### config.mk
export PLATFORM = sky130hd
export DESIGN_NAME = event_output_router
export DESIGN_NICKNAME = d
export VERILOG_FILES = /design/src/core/event_router_pkg.sv /design/src/core/event_output_router.sv
export SDC_FILE = /design/constraint.sdc
export NUM_CORES = 2
export LEC_CHECK = 0
export BUFFER_PORTS_ARGS = -buffer_cell sky130_fd_sc_hd__buf_4
export CORE_UTILIZATION = 40
export DETAILED_ROUTE_END_ITERATION = 8
export GPL_ROUTABILITY_DRIVEN = 0
export PLACE_DENSITY_LB_ADDON = 0.2
export SYNTH_ARGS = -nofsm -noshare
export SYNTH_HDL_FRONTEND = slang
export SYNTH_SLANG_ARGS = --single-unit
### constraint.sdc
create_clock -name I_MCLK -period 14 [get_ports I_MCLK]
set_input_delay 1.4 -clock I_MCLK [delete_from_list [all_inputs] [get_ports I_MCLK]]
set_output_delay 1.4 -clock I_MCLK [all_outputs]
set_load 0.01 [all_outputs]
### src/core/event_router_pkg.sv
// Constants and carrier types for the event output router.
// Assumes a single 100 MHz core clock and a plain register port.
package event_router_pkg;

  localparam int unsigned NUM_EVENTS = 20;
  localparam int unsigned NUM_LINES  = 12;
  localparam int unsigned NUM_FLAGS  = 11;

  localparam logic [6:0] MODE_IDX_MIN  = 7'h15;
  localparam logic [6:0] MODE_IDX_MAX  = 7'h28;
  localparam logic [6:0] ALARM_IDX_MIN = 7'h3d;
  localparam logic [6:0] ALARM_IDX_MAX = 7'h50;

  localparam logic [3:0] SLOT_NONE = 4'h0;
  localparam logic [3:0] SLOT_MAX  = 4'hc;
  localparam logic [3:0] SLOT_PWM1 = 4'h1;
  localparam logic [3:0] SLOT_PWM2 = 4'h2;

  localparam logic [6:0] DELAY_MAX = 7'h63;

  // Clock rate and timing.
  localparam longint unsigned CLK_HZ        = 100000000;
  localparam longint unsigned SECOND_S      = 1;
  localparam longint unsigned SECOND_CYCLES = SECOND_S * CLK_HZ;
  localparam longint unsigned SCAN_MS       = 1;
  localparam longint unsigned SCAN_CYCLES   = SCAN_MS * CLK_HZ / 1000;

  // Register addresses.
  localparam logic [3:0] ADDR_MODE_SEL   = 4'h0;
  localparam logic [3:0] ADDR_ALARM_SEL  = 4'h1;
  localparam logic [3:0] ADDR_STEP       = 4'h2;
  localparam logic [3:0] ADDR_MODE_CFG   = 4'h3;
  localparam logic [3:0] ADDR_ALARM_CFG  = 4'h4;
  localparam logic [3:0] ADDR_ALARM_INNR = 4'h5;
  localparam logic [3:0] ADDR_PWM_USE    = 4'h6;
  localparam logic [3:0] ADDR_LINE_STAT  = 4'h7;

  // Step register bits.
  localparam int unsigned STEP_MODE_UP   = 0;
  localparam int unsigned STEP_MODE_DOWN = 1;
  localparam int unsigned STEP_ALM_UP    = 2;
  localparam int unsigned STEP_ALM_DOWN  = 3;

  // Field positions in write data.
  localparam int unsigned F_FLAG_LO  = 0;
  localparam int unsigned F_SRC_LO   = 4;
  localparam int unsigned F_COND     = 6;
  localparam int unsigned F_SLOT_LO  = 8;
  localparam int unsigned F_ATYPE_LO = 0;
  localparam int unsigned F_ACTION   = 2;
  localparam int unsigned F_ALOOP    = 3;
  localparam int unsigned F_TNUM_LO  = 0;
  localparam int unsigned F_DELAY_LO = 8;

  typedef enum logic [3:0] {
    FLAG_STOP  = 4'h0,
    FLAG_RUN   = 4'h1,
    FLAG_READY = 4'h2,
    FLAG_END   = 4'h3,
    FLAG_TROUBLE_STATE  = 4'h4,
    FLAG_HOLD  = 4'h5,
    FLAG_WAIT  = 4'h6,
    FLAG_TUNE  = 4'h7,
    FLAG_FIX   = 4'h8,
    FLAG_DOWN  = 4'h9,
    FLAG_UP    = 4'ha
  } flag_sel_type;

  typedef enum logic [1:0] {
    SRC_LOOP_ONE = 2'h0,
    SRC_LOOP_TWO = 2'h1,
    SRC_BOTH     = 2'h2
  } src_type;

  typedef enum logic [1:0] {
    ALM_INNER = 2'h0,
    ALM_BREAK = 2'h1,
    ALM_FAIL  = 2'h2
  } alarm_kind_type;

  typedef struct packed {
    logic quit;
    logic ready;
    logic end_st;
    logic brk;
    logic trouble_state;
    logic running;
    logic hold;
    logic tune;
    logic wait_st;
    logic fix_mode;
    logic target_down;
    logic target_up;
    logic sensor_burnout;
  } loop_state_type;

  typedef struct packed {
    logic sram_err;
    logic flash_err;
    logic prog_err;
    logic power_restart;
    logic tune_fail;
  } fault_type;

  typedef struct packed {
    logic [3:0] flag;
    logic [1:0] src;
    logic       cond_and;
    logic [3:0] slot;
  } mode_cfg_type;

  typedef struct packed {
    logic [1:0] kind;
    logic       action_all;
    logic       loop_two;
    logic [3:0] slot;
    logic [7:0] type_num;
    logic [6:0] delay_s;
  } alarm_cfg_type;

  typedef struct packed {
    logic [3:0]  addr;
    logic [15:0] wdata;
    logic        wr;
    logic        rd;
  } reg_req_type;

endpackage

### src/core/event_output_router.sv
// Event output router: maps loop mode flags and alarm conditions onto
// twelve discrete output lines, configured over a plain register port.
// Assumes synchronous inputs, a 100 MHz clock and an outside threshold
// comparator that reports one hit per alarm index.
`timescale 1ns/1ps
`default_nettype none

module event_output_router #(
  parameter longint unsigned SCAN_PERIOD   = event_router_pkg::SCAN_CYCLES,
  parameter longint unsigned SECOND_PERIOD = event_router_pkg::SECOND_CYCLES
) (
  input  wire logic                                I_MCLK,
  input  wire logic                                I_RSTN,
  input  wire event_router_pkg::reg_req_type       I_REQ,
  output logic [15:0]                              O_RDATA,
  input  wire event_router_pkg::loop_state_type    I_LOOP_ONE,
  input  wire event_router_pkg::loop_state_type    I_LOOP_TWO,
  input  wire event_router_pkg::fault_type         I_FAULT,
  input  wire logic [19:0]                         I_THRESH_HIT,
  output logic [11:0]                              O_LINES,
  output logic [1:0]                               O_DRIVE_ZERO,
  output logic [159:0]                             O_INNER_TYPE
);

  typedef struct packed {
    event_router_pkg::mode_cfg_type [19:0]  mode_cfg;
    event_router_pkg::alarm_cfg_type [19:0] alarm_cfg;
    logic [6:0]                             mode_sel;
    logic [6:0]                             alarm_sel;
    logic [1:0]                             pwm_use;
    logic [15:0]                            rdata;
    logic [11:0]                            lines;
    logic [1:0]                             drive_zero;
    logic [31:0]                            scan_cnt;
    logic [31:0]                            sec_cnt;
    logic [19:0][6:0]                       dly_cnt;
    logic [19:0]                            inner_state;
  } state_type;

  state_type state_r;
  state_type state_nxt;

  logic [event_router_pkg::NUM_FLAGS-1:0] flags_one;
  logic [event_router_pkg::NUM_FLAGS-1:0] flags_two;
  logic [19:0]                            mode_on;
  logic [19:0]                            alarm_raw;
  logic [19:0]                            alarm_on;
  logic [19:0]                            alarm_break_on;
  logic                                   fail_any;
  logic                                   scan_tick;
  logic                                   sec_tick;

  function automatic logic [10:0] make_flags(input event_router_pkg::loop_state_type s);
    logic        run;
    logic [10:0] f;
    run = s.running | s.hold | s.tune | s.wait_st;
    f   = '0;
    f[event_router_pkg::FLAG_STOP]  = s.quit | s.ready | s.end_st | s.brk
                                      | s.trouble_state;
    f[event_router_pkg::FLAG_RUN]   = run;
    f[event_router_pkg::FLAG_READY] = s.ready;
    f[event_router_pkg::FLAG_END]   = s.end_st;
    f[event_router_pkg::FLAG_TROUBLE_STATE]  = s.trouble_state;
    f[event_router_pkg::FLAG_HOLD]  = s.hold;
    f[event_router_pkg::FLAG_WAIT]  = s.wait_st;
    f[event_router_pkg::FLAG_TUNE]  = s.tune;
    f[event_router_pkg::FLAG_FIX]   = s.fix_mode;
    f[event_router_pkg::FLAG_DOWN]  = run & s.target_down;
    f[event_router_pkg::FLAG_UP]    = run & s.target_up;
    return f;
  endfunction

  assign flags_one = make_flags(I_LOOP_ONE);
  assign flags_two = make_flags(I_LOOP_TWO);

  assign fail_any = I_FAULT.sram_err | I_FAULT.flash_err | I_FAULT.prog_err
                    | I_FAULT.power_restart | I_FAULT.tune_fail;

  assign scan_tick = (state_r.scan_cnt == 32'(SCAN_PERIOD - 1));
  assign sec_tick  = (state_r.sec_cnt == 32'(SECOND_PERIOD - 1));

  // Per-entry evaluation of mode events and alarm conditions.
  genvar g;
  generate
    for (g = 0; g < 20; g = g + 1) begin : g_entry
      event_router_pkg::mode_cfg_type  mc;
      event_router_pkg::alarm_cfg_type ac;
      logic                            f1;
      logic                            f2;
      logic                            run_ok;
      logic                            burnout;

      assign mc      = state_r.mode_cfg[g];
      assign ac      = state_r.alarm_cfg[g];
      assign f1      = (mc.flag < 4'(event_router_pkg::NUM_FLAGS)) ? flags_one[mc.flag] : 1'b0;
      assign f2      = (mc.flag < 4'(event_router_pkg::NUM_FLAGS)) ? flags_two[mc.flag] : 1'b0;
      assign run_ok  = ac.loop_two ? flags_two[event_router_pkg::FLAG_RUN]
                                   : flags_one[event_router_pkg::FLAG_RUN];
      assign burnout = ac.loop_two ? I_LOOP_TWO.sensor_burnout : I_LOOP_ONE.sensor_burnout;

      always_comb begin
        unique case (mc.src)
          event_router_pkg::SRC_LOOP_ONE: mode_on[g] = f1;
          event_router_pkg::SRC_LOOP_TWO: mode_on[g] = f2;
          event_router_pkg::SRC_BOTH:     mode_on[g] = mc.cond_and ? (f1 & f2)
                                                                   : (f1 | f2);
          default:                        mode_on[g] = 1'b0;
        endcase
      end

      always_comb begin
        unique case (ac.kind)
          event_router_pkg::ALM_INNER: alarm_raw[g] = I_THRESH_HIT[g];
          event_router_pkg::ALM_BREAK: alarm_raw[g] = burnout;
          event_router_pkg::ALM_FAIL:  alarm_raw[g] = fail_any;
          default:                     alarm_raw[g] = 1'b0;
        endcase
      end

      // Inner alarms act on the delayed state, the others at once.
      assign alarm_on[g] = ((ac.kind == event_router_pkg::ALM_INNER) ? state_r.inner_state[g]
                                                                     : alarm_raw[g])
                           & (ac.action_all | run_ok);
      assign alarm_break_on[g] = (ac.kind == event_router_pkg::ALM_BREAK) & alarm_on[g];
      assign O_INNER_TYPE[g*8 +: 8] = ac.type_num;
    end
  endgenerate

  always_comb begin
    logic [4:0]  mi;
    logic [4:0]  ai;
    logic [3:0]  wslot;
    logic        slot_ok;
    logic [11:0] line_nxt;
    logic [1:0]  zero_nxt;
    event_router_pkg::mode_cfg_type  mw;
    event_router_pkg::alarm_cfg_type aw;

    state_nxt = state_r;
    mi        = 5'(state_r.mode_sel - event_router_pkg::MODE_IDX_MIN);
    ai        = 5'(state_r.alarm_sel - event_router_pkg::ALARM_IDX_MIN);
    wslot     = I_REQ.wdata[event_router_pkg::F_SLOT_LO +: 4];
    slot_ok   = (wslot <= event_router_pkg::SLOT_MAX)
                && !(wslot == event_router_pkg::SLOT_PWM1 && state_r.pwm_use[0])
                && !(wslot == event_router_pkg::SLOT_PWM2 && state_r.pwm_use[1]);
    mw        = state_r.mode_cfg[mi];
    aw        = state_r.alarm_cfg[ai];
    line_nxt  = '0;
    zero_nxt  = '0;

    // Timebase dividers.
    state_nxt.scan_cnt = scan_tick ? '0 : state_r.scan_cnt + 32'h1;
    state_nxt.sec_cnt  = sec_tick ? '0 : state_r.sec_cnt + 32'h1;

    // Register writes.
    if (I_REQ.wr) begin
      unique case (I_REQ.addr)
        event_router_pkg::ADDR_MODE_SEL: begin
          if (I_REQ.wdata[6:0] >= event_router_pkg::MODE_IDX_MIN
              && I_REQ.wdata[6:0] <= event_router_pkg::MODE_IDX_MAX) begin
            state_nxt.mode_sel = I_REQ.wdata[6:0];
          end
        end
        event_router_pkg::ADDR_ALARM_SEL: begin
          if (I_REQ.wdata[6:0] >= event_router_pkg::ALARM_IDX_MIN
              && I_REQ.wdata[6:0] <= event_router_pkg::ALARM_IDX_MAX) begin
            state_nxt.alarm_sel = I_REQ.wdata[6:0];
          end
        end
        event_router_pkg::ADDR_STEP: begin
          if (I_REQ.wdata[event_router_pkg::STEP_MODE_UP]
              && state_r.mode_sel < event_router_pkg::MODE_IDX_MAX) begin
            state_nxt.mode_sel = state_r.mode_sel + 7'h1;
          end else if (I_REQ.wdata[event_router_pkg::STEP_MODE_DOWN]
                       && state_r.mode_sel > event_router_pkg::MODE_IDX_MIN) begin
            state_nxt.mode_sel = state_r.mode_sel - 7'h1;
          end
          if (I_REQ.wdata[event_router_pkg::STEP_ALM_UP]
              && state_r.alarm_sel < event_router_pkg::ALARM_IDX_MAX) begin
            state_nxt.alarm_sel = state_r.alarm_sel + 7'h1;
          end else if (I_REQ.wdata[event_router_pkg::STEP_ALM_DOWN]
                       && state_r.alarm_sel > event_router_pkg::ALARM_IDX_MIN) begin
            state_nxt.alarm_sel = state_r.alarm_sel - 7'h1;
          end
        end
        event_router_pkg::ADDR_MODE_CFG: begin
          mw.flag     = I_REQ.wdata[event_router_pkg::F_FLAG_LO +: 4];
          mw.src      = I_REQ.wdata[event_router_pkg::F_SRC_LO +: 2];
          mw.cond_and = I_REQ.wdata[event_router_pkg::F_COND];
          if (slot_ok) begin
            mw.slot = wslot;
          end
          state_nxt.mode_cfg[mi] = mw;
        end
        event_router_pkg::ADDR_ALARM_CFG: begin
          aw.kind       = I_REQ.wdata[event_router_pkg::F_ATYPE_LO +: 2];
          aw.action_all = I_REQ.wdata[event_router_pkg::F_ACTION];
          aw.loop_two   = I_REQ.wdata[event_router_pkg::F_ALOOP];
          if (slot_ok) begin
            aw.slot = wslot;
          end
          state_nxt.alarm_cfg[ai] = aw;
        end
        event_router_pkg::ADDR_ALARM_INNR: begin
          aw.type_num = I_REQ.wdata[event_router_pkg::F_TNUM_LO +: 8];
          aw.delay_s  = I_REQ.wdata[event_router_pkg::F_DELAY_LO +: 7];
          if (aw.delay_s > event_router_pkg::DELAY_MAX) begin
            aw.delay_s = event_router_pkg::DELAY_MAX;
          end
          state_nxt.alarm_cfg[ai] = aw;
        end
        event_router_pkg::ADDR_PWM_USE: begin
          state_nxt.pwm_use = I_REQ.wdata[1:0];
        end
        default: begin
        end
      endcase
    end

    // Register reads answer in the following cycle.
    state_nxt.rdata = '0;
    if (I_REQ.rd) begin
      unique case (I_REQ.addr)
        event_router_pkg::ADDR_MODE_SEL:   state_nxt.rdata = {9'h0, state_r.mode_sel};
        event_router_pkg::ADDR_ALARM_SEL:  state_nxt.rdata = {9'h0, state_r.alarm_sel};
        event_router_pkg::ADDR_MODE_CFG:   state_nxt.rdata = {4'h0, state_r.mode_cfg[mi].slot,
                                                              1'b0, state_r.mode_cfg[mi].cond_and,
                                                              state_r.mode_cfg[mi].src,
                                                              state_r.mode_cfg[mi].flag};
        event_router_pkg::ADDR_ALARM_CFG:  state_nxt.rdata = {4'h0, state_r.alarm_cfg[ai].slot,
                                                              4'h0, state_r.alarm_cfg[ai].loop_two,
                                                              state_r.alarm_cfg[ai].action_all,
                                                              state_r.alarm_cfg[ai].kind};
        event_router_pkg::ADDR_ALARM_INNR: state_nxt.rdata = {1'b0, state_r.alarm_cfg[ai].delay_s,
                                                              state_r.alarm_cfg[ai].type_num};
        event_router_pkg::ADDR_PWM_USE:    state_nxt.rdata = {14'h0, state_r.pwm_use};
        event_router_pkg::ADDR_LINE_STAT:  state_nxt.rdata = {2'h0, state_r.drive_zero,
                                                              state_r.lines};
        default:                           state_nxt.rdata = '0;
      endcase
    end

    // Inner alarm delay: a changed comparison must persist for the set seconds.
    for (int i = 0; i < 20; i++) begin
      if (alarm_raw[i] == state_r.inner_state[i]) begin
        state_nxt.dly_cnt[i] = '0;
      end else if (state_r.dly_cnt[i] >= state_r.alarm_cfg[i].delay_s) begin
        state_nxt.inner_state[i] = alarm_raw[i];
        state_nxt.dly_cnt[i]     = '0;
      end else if (sec_tick) begin
        state_nxt.dly_cnt[i] = state_r.dly_cnt[i] + 7'h1;
      end
    end

    // Line map: slot k drives line k-1 of O_LINES; slot zero drives nothing.
    for (int i = 0; i < 20; i++) begin
      for (int k = 0; k < 12; k++) begin
        if (state_r.mode_cfg[i].slot == 4'(k + 1) && mode_on[i]) begin
          line_nxt[k] = 1'b1;
        end
        if (state_r.alarm_cfg[i].slot == 4'(k + 1) && alarm_on[i]) begin
          line_nxt[k] = 1'b1;
        end
      end
      if (alarm_break_on[i]) begin
        zero_nxt[state_r.alarm_cfg[i].loop_two] = 1'b1;
      end
    end
    line_nxt[0] = line_nxt[0] & ~state_r.pwm_use[0];
    line_nxt[1] = line_nxt[1] & ~state_r.pwm_use[1];

    if (scan_tick) begin
      state_nxt.lines      = line_nxt;
      state_nxt.drive_zero = zero_nxt;
    end
  end

  always_ff @(posedge I_MCLK) begin
    if (!I_RSTN) begin
      state_r           <= '0;
      state_r.mode_sel  <= event_router_pkg::MODE_IDX_MIN;
      state_r.alarm_sel <= event_router_pkg::ALARM_IDX_MIN;
    end else begin
      state_r <= state_nxt;
    end
  end

  assign O_RDATA      = state_r.rdata;
  assign O_LINES      = state_r.lines;
  assign O_DRIVE_ZERO = state_r.drive_zero;

endmodule

`default_nettype wire

# Yosys cells after proc, flatten, opt, wreduce, memory -nomap -nowiden
# Cells that the tools add are included.
classes:
  n_addsub: 28
  n_lt_le_gt_ge: 114
  eq_ne: 595
  n_mux: 810
  bitwise: 166
  n_reduce_logical: 606
op_table:
  columns: ["cell", "count"]
  rows:
  - ["460-bit bitwise mux", 2]
  - ["460-bit case mux with 2 select lines", 1]
  - ["4-bit equality test, second input constant", 200]
  - ["1-bit 2-to-1 mux", 660]
  - ["4-bit by 3-bit equality test with 1-bit output, second input constant", 164]
  - ["1-bit logical AND", 512]
  - ["4-bit by 2-bit equality test with 1-bit output, second input constant", 83]
  - ["220-bit bitwise mux", 1]
  - ["4-bit by 1-bit equality test with 1-bit output, second input constant", 42]
  - ["1-bit binary-select mux with 4-bit select", 40]
  - ["7-bit by 1-bit adder with 7-bit output, second input constant", 22]
  - ["7-bit greater-or-equal comparator", 20]
  - ["1-bit case mux with 3 select lines", 40]
  - ["23-bit binary-select mux with 5-bit select", 1]
  - ["23-bit demux with 5-bit select", 1]
  - ["15-bit case mux with 7 select lines", 1]
  - ["4-bit by 5-bit less-than comparator with 1-bit output, second input constant", 20]
  - ["2-bit by 1-bit equality test with 1-bit output, second input constant", 40]
  - ["2-bit equality test, second input constant", 40]
  - ["2-bit logical NOT", 40]
  - ["4-bit less-than comparator, second input constant", 20]
  - ["1-bit bitwise AND", 66]
  - ["32-bit by 1-bit adder with 32-bit output, second input constant", 2]
  - ["7-bit 2-to-1 mux", 9]
  - ["39 further kinds", 292]
word_totals:
  register_bits: 950
  inputBits: 75
  output_inout_bits: 190
  elab_cells: 2567

# Logic depth before layout (Yosys ltp)
depth:
  word_depth: 52
  ltp_mapped: 16

# Least setup slack after synthesis
# No wires, ideal clock.
synth_path:
  path_kind: "reg2reg"
  from: "reg state_r[263] (netlist name)"
  to: "reg state_r, in the netlist O_RDATA[6]"
  setup_time_ps: 132
  arrival_time_ps: 4582
  required_time_ps: 13868
  setup_slack_ps: 9285
  path_stages_with_launch: 16
  n_path_buf: 8
  synth_period_minus_slack_ps: 4715
  path_cell_list: "dfxtp_1 clkbuf_1 buf_2 clkbuf_1 clkbuf_1 inv_1 ha_1 clkbuf_1 clkbuf_1 buf_1 buf_1 mux4_2 a22oi_1 o22ai_1 nand3_1 a31oi_1"
synth_between:
  elab_chain_cells: 4
synth_lines:
  columns: ["element", "line", "text"]
  rows:
  - ["start: declaration", "event_output_router.sv:40", "state_type state_r;"]
  - ["start signal: assignment", "event_output_router.sv:284", "state_r <= state_nxt;"]
  - ["5-bit subtractor", "event_output_router.sv:140", "mi = 5'(state_r.mode_sel - event_router_pkg::MODE_IDX_MIN);"]
  - ["11-bit binary-select mux with 5-bit select", "event_output_router.sv:227", "1'b0, state_r.mode_cfg[mi].cond_and,"]
  - ["11-bit 2-to-1 mux", null, null]
  - ["15-bit case mux with 7 select lines", "event_output_router.sv:223", "unique case (I_REQ.addr)"]
# Every way passes these cells. The select of a mux whose other input is x is not followed.
# A chain may end at the register's enable or synchronous reset.

# Final worst setup path
layout_path:
  from: "in I_LOOP_ONE[6] (netlist name)"
  to: "reg state_r, in the netlist O_LINES[5]"
layout_between:
  elab_chain_cells: 51
  word_cells_on_any_way: 285
  cone_classes: "160 x mux; 85 x bitwise; 40 x reduce/logical"
layout_lines:
  columns: ["element", "line", "text"]
  rows:
  - ["start: declaration", "event_output_router.sv:16", "input wire event_router_pkg::loop_state_type I_LOOP_ONE,"]
  - ["1-bit bitwise OR (3 in a row)", "event_output_router.sv:56", "run = s.running | s.hold | s.tune | s.wait_st;"]
  - ["1-bit bitwise AND, on equally long branches", "event_output_router.sv:68, event_output_router.sv:69", null]
  - ["1-bit binary-select mux with 4-bit select", "event_output_router.sv:95", "assign f1 = (mc.flag < 4'(event_router_pkg::NUM_FLAGS)) ? flags_one[mc.flag] : 1'b0;"]
  - ["1-bit 2-to-1 mux (implied by the code)", "event_output_router.sv:95", null]
  - ["1-bit 2-to-1 mux", "event_output_router.sv:95", null]
  - ["1-bit bitwise OR or 1-bit bitwise AND (tied branches)", "event_output_router.sv:106, event_output_router.sv:105", null]
  - ["1-bit 2-to-1 mux", "event_output_router.sv:105", "event_router_pkg::SRC_BOTH: mode_on[g] = mc.cond_and ? (f1 & f2)"]
  - ["1-bit case mux with 3 select lines", "event_output_router.sv:102", "unique case (mc.src)"]
  - ["[33 not listed]", null, null]
  - ["1-bit 2-to-1 mux", "event_output_router.sv:258", "if (state_r.mode_cfg[i].slot == 4'(k + 1) && mode_on[i]) begin"]
  - ["1-bit 2-to-1 mux", "event_output_router.sv:261", "if (state_r.alarm_cfg[i].slot == 4'(k + 1) && alarm_on[i]) begin"]
  - ["1-bit 2-to-1 mux", "event_output_router.sv:258", null]
  - ["1-bit 2-to-1 mux", "event_output_router.sv:261", null]
  - ["1-bit 2-to-1 mux", "event_output_router.sv:258", null]
  - ["1-bit 2-to-1 mux", "event_output_router.sv:261", null]
  - ["1-bit 2-to-1 mux", "event_output_router.sv:258", null]
  - ["1-bit 2-to-1 mux (*)", "event_output_router.sv:261", null]
# Mark *: on every way between the ends. The rest lies on a longest branch, timed or not. The select of a mux whose other input is x is not followed.

==> run summary <==
Footprint of the multi-input gates = 0.0375 mm²
Worst voltage drop across the vdd grid = 0.000122 V
Net switching power of the design = 0.00168 W
Internal power summed over all cells = 0.00469 W
Transition time at the pin with the least slew margin = 1.30 ns
Min setup slack post-route = 8.13 ns
Timing-limited maximum frequency = 170 MHz
PnR Total Power = 0.00636 W
Vias = 60800
First-pass GRT wire length = 373000 µm
Number of I/O port buffers = 262
Pwr/cell area = 95.3 mW/mm²
Residual DRC = 0
Cells after synthesis = 7655
Most area-hungry cell type in the Yosys netlist = sky130_fd_sc_hd__dfxtp_1
Level count of the clock H-tree = 3
Die footprint = 0.153 mm²
Critical path data required time = 14.65 ns
Sequential cell fraction of total power = 0.428
Dpl hpwl = 182000 µm
Clock power frac = 0.496
Count of unique library cells instantiated by Yosys = 91
Category of the worst setup path launch point = primary input
Antenna violations before repair = 13
Final setup skew = 0.0765 ns
Sequential element share of the synthesized area = 0.313
Final setup violating endpoints = 0
Slew Limit Headroom = 0.132
Cells taking the most area after synthesis = sky130_fd_sc_hd__dfxtp_1, sky130_fd_sc_hd__mux4_2, sky130_fd_sc_hd__nand2_1, sky130_fd_sc_hd__nor2_1, sky130_fd_sc_hd__mux2i_1
Run status = finished, final reports clean
Number of rows in the core area = 142
Die X-Extent = 391 µm
Final net count = 7649
Inserted Clock Buffers = 111
Flip-flop cell with the highest count after synthesis = sky130_fd_sc_hd__dfxtp_1
Number of filler instances in the final layout = 14900
Clock slew at the register clock pins of the worst setup and hold paths = 0.06 ns
Final Hold Slack = 0.455 ns
Async set-reset flop share out of synthesis = 0
Final global-route overflow total = 0
Mean post-synth cell area = 7.92 µm²
Average via count per standard cell = 6.39
Number of buffers inserted to repair setup after CTS = 0
Number of nets produced by synthesis = 7916
Cts repair resizes = 0
Netlist area before placement = 0.0606 mm²
Placeable core region = 0.150 mm²
First-pass iteration count of the detailed router = 9
YS warnings = 0
RSZ-0062 raised after global routing = no
Starting DRC count in detailed routing = 8476
Routed wire length = 259000 µm
Top cell type's share of synthesized area = 0.313
Start-to-end type of the worst setup path = primary input to flop
Pleak = 21.8 nW
Pin count of the biggest net entering global routing = 159
Worst Setup End Kind = flop
Max-cap viol count = 0
Clock buffer depth = 3
Remaining antenna violation count = 0
Post-route minimum period = 5.88 ns
Setup Slack @ Placement = 7.91 ns
Share of total power consumed by net switching = 0.263
Vias in the first global route = 54700
Final hold violation count = 0
Setup TNS = 0 ns
Min-Delay Path Class = flop to flop
Effective utilization at floorplan = 0.404
Synth-to-Final Area Change = 10.2%
Clock tree from TritonCTS = done
Y dimension of the die = 391 µm
Maximum fanout count along the critical path = 28
Synth Register Bits = 949
# IOs = 265
Combinational fraction of design power = 0.076
Hold-fix buffer count after cts = 0
Number of max-slew violations in the final report = 0
EDFF count, synth = 0
Root cell of the clock tree = sky130_fd_sc_hd__clkbuf_16
Routed wirelength normalized by instance count = 27.2 µm
Clock latency at the later pin of the worst-skew pair = 0.79 ns
Proportion of layout cells with a drive suffix above 1 = 0.118
Signal arrival time at the worst endpoint = 6.52 ns
Total clock sinks = 949
Aggregate global-route resource usage = 0.325
Ratio of final minimum period to clock period = 0.420
Sequential cell area = 0.0190 mm²
-- through the flow --
| stage | util | cell area [µm²] | instances |
|---|---|---|---|
| 6_report | 0.445 | 66800 | 9502 |
| 5_1_grt | 0.445 | 66800 | 9501 |
| 4_1_cts | 0.445 | 66800 | 9499 |
| 3_5_place_dp | 0.419 | 62800 | 9291 |
| 3_3_place_gp | 0.419 | 62800 | 9291 |
| 2_1_floorplan | - | 60600 | 7655 |
-- cells in the final DEF (no fill, tap or decap), types with 25 or more instances in the layout --
cell type | netlist | final
sky130_fd_sc_hd__nor4_1 | 95 | 91
sky130_fd_sc_hd__clkbuf_16 | 0 | 111
sky130_fd_sc_hd__and3_1 | 39 | 39
sky130_fd_sc_hd__nand3_1 | 224 | 224
sky130_fd_sc_hd__o211ai_1 | 44 | 44
sky130_fd_sc_hd__a32oi_1 | 40 | 39
sky130_fd_sc_hd__inv_1 | 235 | 234
sky130_fd_sc_hd__o311ai_0 | 61 | 61
sky130_fd_sc_hd__clkbuf_1 | 493 | 25
sky130_fd_sc_hd__buf_4 | 193 | 391
sky130_fd_sc_hd__a22oi_1 | 61 | 61
sky130_fd_sc_hd__o22ai_1 | 39 | 38
sky130_fd_sc_hd__o2111ai_1 | 96 | 96
sky130_fd_sc_hd__a211oi_1 | 146 | 146
sky130_fd_sc_hd__nand2_1 | 1011 | 1010
sky130_fd_sc_hd__mux4_2 | 182 | 182
sky130_fd_sc_hd__a21oi_1 | 472 | 463
sky130_fd_sc_hd__nor3b_1 | 26 | 26
sky130_fd_sc_hd__or3_1 | 40 | 40
sky130_fd_sc_hd__nor2b_1 | 144 | 144
sky130_fd_sc_hd__nand2b_1 | 140 | 140
sky130_fd_sc_hd__a311oi_1 | 25 | 25
sky130_fd_sc_hd__a21o_1 | 56 | 56
sky130_fd_sc_hd__xor2_1 | 113 | 110
sky130_fd_sc_hd__dfxtp_1 | 949 | 947
sky130_fd_sc_hd__nand4_1 | 128 | 128
sky130_fd_sc_hd__o21ai_0 | 325 | 325
sky130_fd_sc_hd__mux2i_1 | 292 | 292
sky130_fd_sc_hd__and4_1 | 35 | 35
sky130_fd_sc_hd__nor3_1 | 142 | 134
sky130_fd_sc_hd__xnor2_1 | 99 | 94
sky130_fd_sc_hd__a31oi_1 | 102 | 99
sky130_fd_sc_hd__nor2_1 | 942 | 922
sky130_fd_sc_hd__ha_1 | 184 | 182
-- final cells by class --
cell class | instances | area share
Antenna cell | 3 | 0.000112
Sequential cell | 949 | 0.284
Timing Repair Buffer | 392 | 0.0442
Clock buffer | 158 | 0.0475
Multi-Input combinational cell | 5698 | 0.561
Inverter | 236 | 0.0134
Clock inverter | 50 | 0.0116
Tap cell | 2016 | 0.0378
-- sequential cells by signal, summed over array words and instances (netlist names) --
register	cells
g_entry.ac	300
state_r	240
g_entry.mc	220
O_INNER_TYPE	160
O_RDATA	15
O_LINES	12
O_DRIVE_ZERO	2
-- path summary, 6_finish.rpt --
| kind | start | endpoint | slack [ns] | cells past startpoint |
|---|---|---|---|---|
| max | I_LOOP_ONE[6] | O_LINES[5] | 8.13 | 13 |
| min | g_entry[2].ac[1] | g_entry[2].ac[1] | 0.46 | 2 |
| max reg2reg | state_r[256] | O_RDATA[2] | 8.56 | 11 |
| min reg2reg | g_entry[2].ac[1] | g_entry[2].ac[1] | 0.46 | 2 |
-- critical path, cell delays in order --
cell and delay, ns:
sky130_fd_sc_hd__buf_4 0.26, sky130_fd_sc_hd__nor4_4 0.30, sky130_fd_sc_hd__buf_4 0.36, sky130_fd_sc_hd__buf_4 0.48, sky130_fd_sc_hd__a22oi_1 0.32, sky130_fd_sc_hd__and3_1 0.30, sky130_fd_sc_hd__and3_1 0.22, sky130_fd_sc_hd__a2111oi_0 0.55
sky130_fd_sc_hd__o211ai_1 0.22, sky130_fd_sc_hd__a2111oi_0 1.02, sky130_fd_sc_hd__nand4_1 0.46, sky130_fd_sc_hd__nor4_1 0.47, sky130_fd_sc_hd__nor2_1 0.07
-- per-layer routing --
layer  global-route usage  part of all wire  vias up
met2                0.469              0.41     3912
met4                0.160             0.057       12
li1                     -                 -    26900
met1                0.441              0.41    29200
met3               0.0917              0.13      792
met5              0.00606           0.00029        -
-- cell families after synthesis --
| family | Yosys count | share of synthesized area |
|---|---|---|
| adder cells (fa/ha/maj) | 186 | 0.0386 |
| buffers and inverters | 1008 | 0.0751 |
| AND/OR/NAND/NOR | 3125 | 0.241 |
| XOR/XNOR | 212 | 0.0306 |
| flip-flops | 949 | 0.313 |
| other | 1 | 0.0000618 |
| multiplexers | 487 | 0.118 |
| AO/OA/AOI/OAI | 1687 | 0.183 |
-- power by group through the flow --
stage                     logic (W)  clock network [W]  registers [W]
final                      0.000481            0.00316        0.00272
after global routing       0.000491            0.00330        0.00272
after CTS                  0.000458            0.00319        0.00272
after detailed placement   0.000457                  0        0.00278
after global placement     0.000454                  0        0.00278
after floorplan            0.000260                  0        0.00278
-- synth_stat cells (144+ instances only) --
| cell | count |
|---|---|
| sky130_fd_sc_hd__nand2_1 | 1011 |
| sky130_fd_sc_hd__dfxtp_1 | 949 |
| sky130_fd_sc_hd__nor2_1 | 942 |
| sky130_fd_sc_hd__clkbuf_1 | 493 |
| sky130_fd_sc_hd__a21oi_1 | 472 |
| sky130_fd_sc_hd__o21ai_0 | 325 |
| sky130_fd_sc_hd__mux2i_1 | 292 |
| sky130_fd_sc_hd__inv_1 | 235 |
| sky130_fd_sc_hd__nand3_1 | 224 |
| sky130_fd_sc_hd__buf_4 | 193 |
| sky130_fd_sc_hd__ha_1 | 184 |
| sky130_fd_sc_hd__mux4_2 | 182 |
| sky130_fd_sc_hd__a211oi_1 | 146 |
| sky130_fd_sc_hd__nor2b_1 | 144 |
No activity file was read; power rests on OpenSTA's default activity.
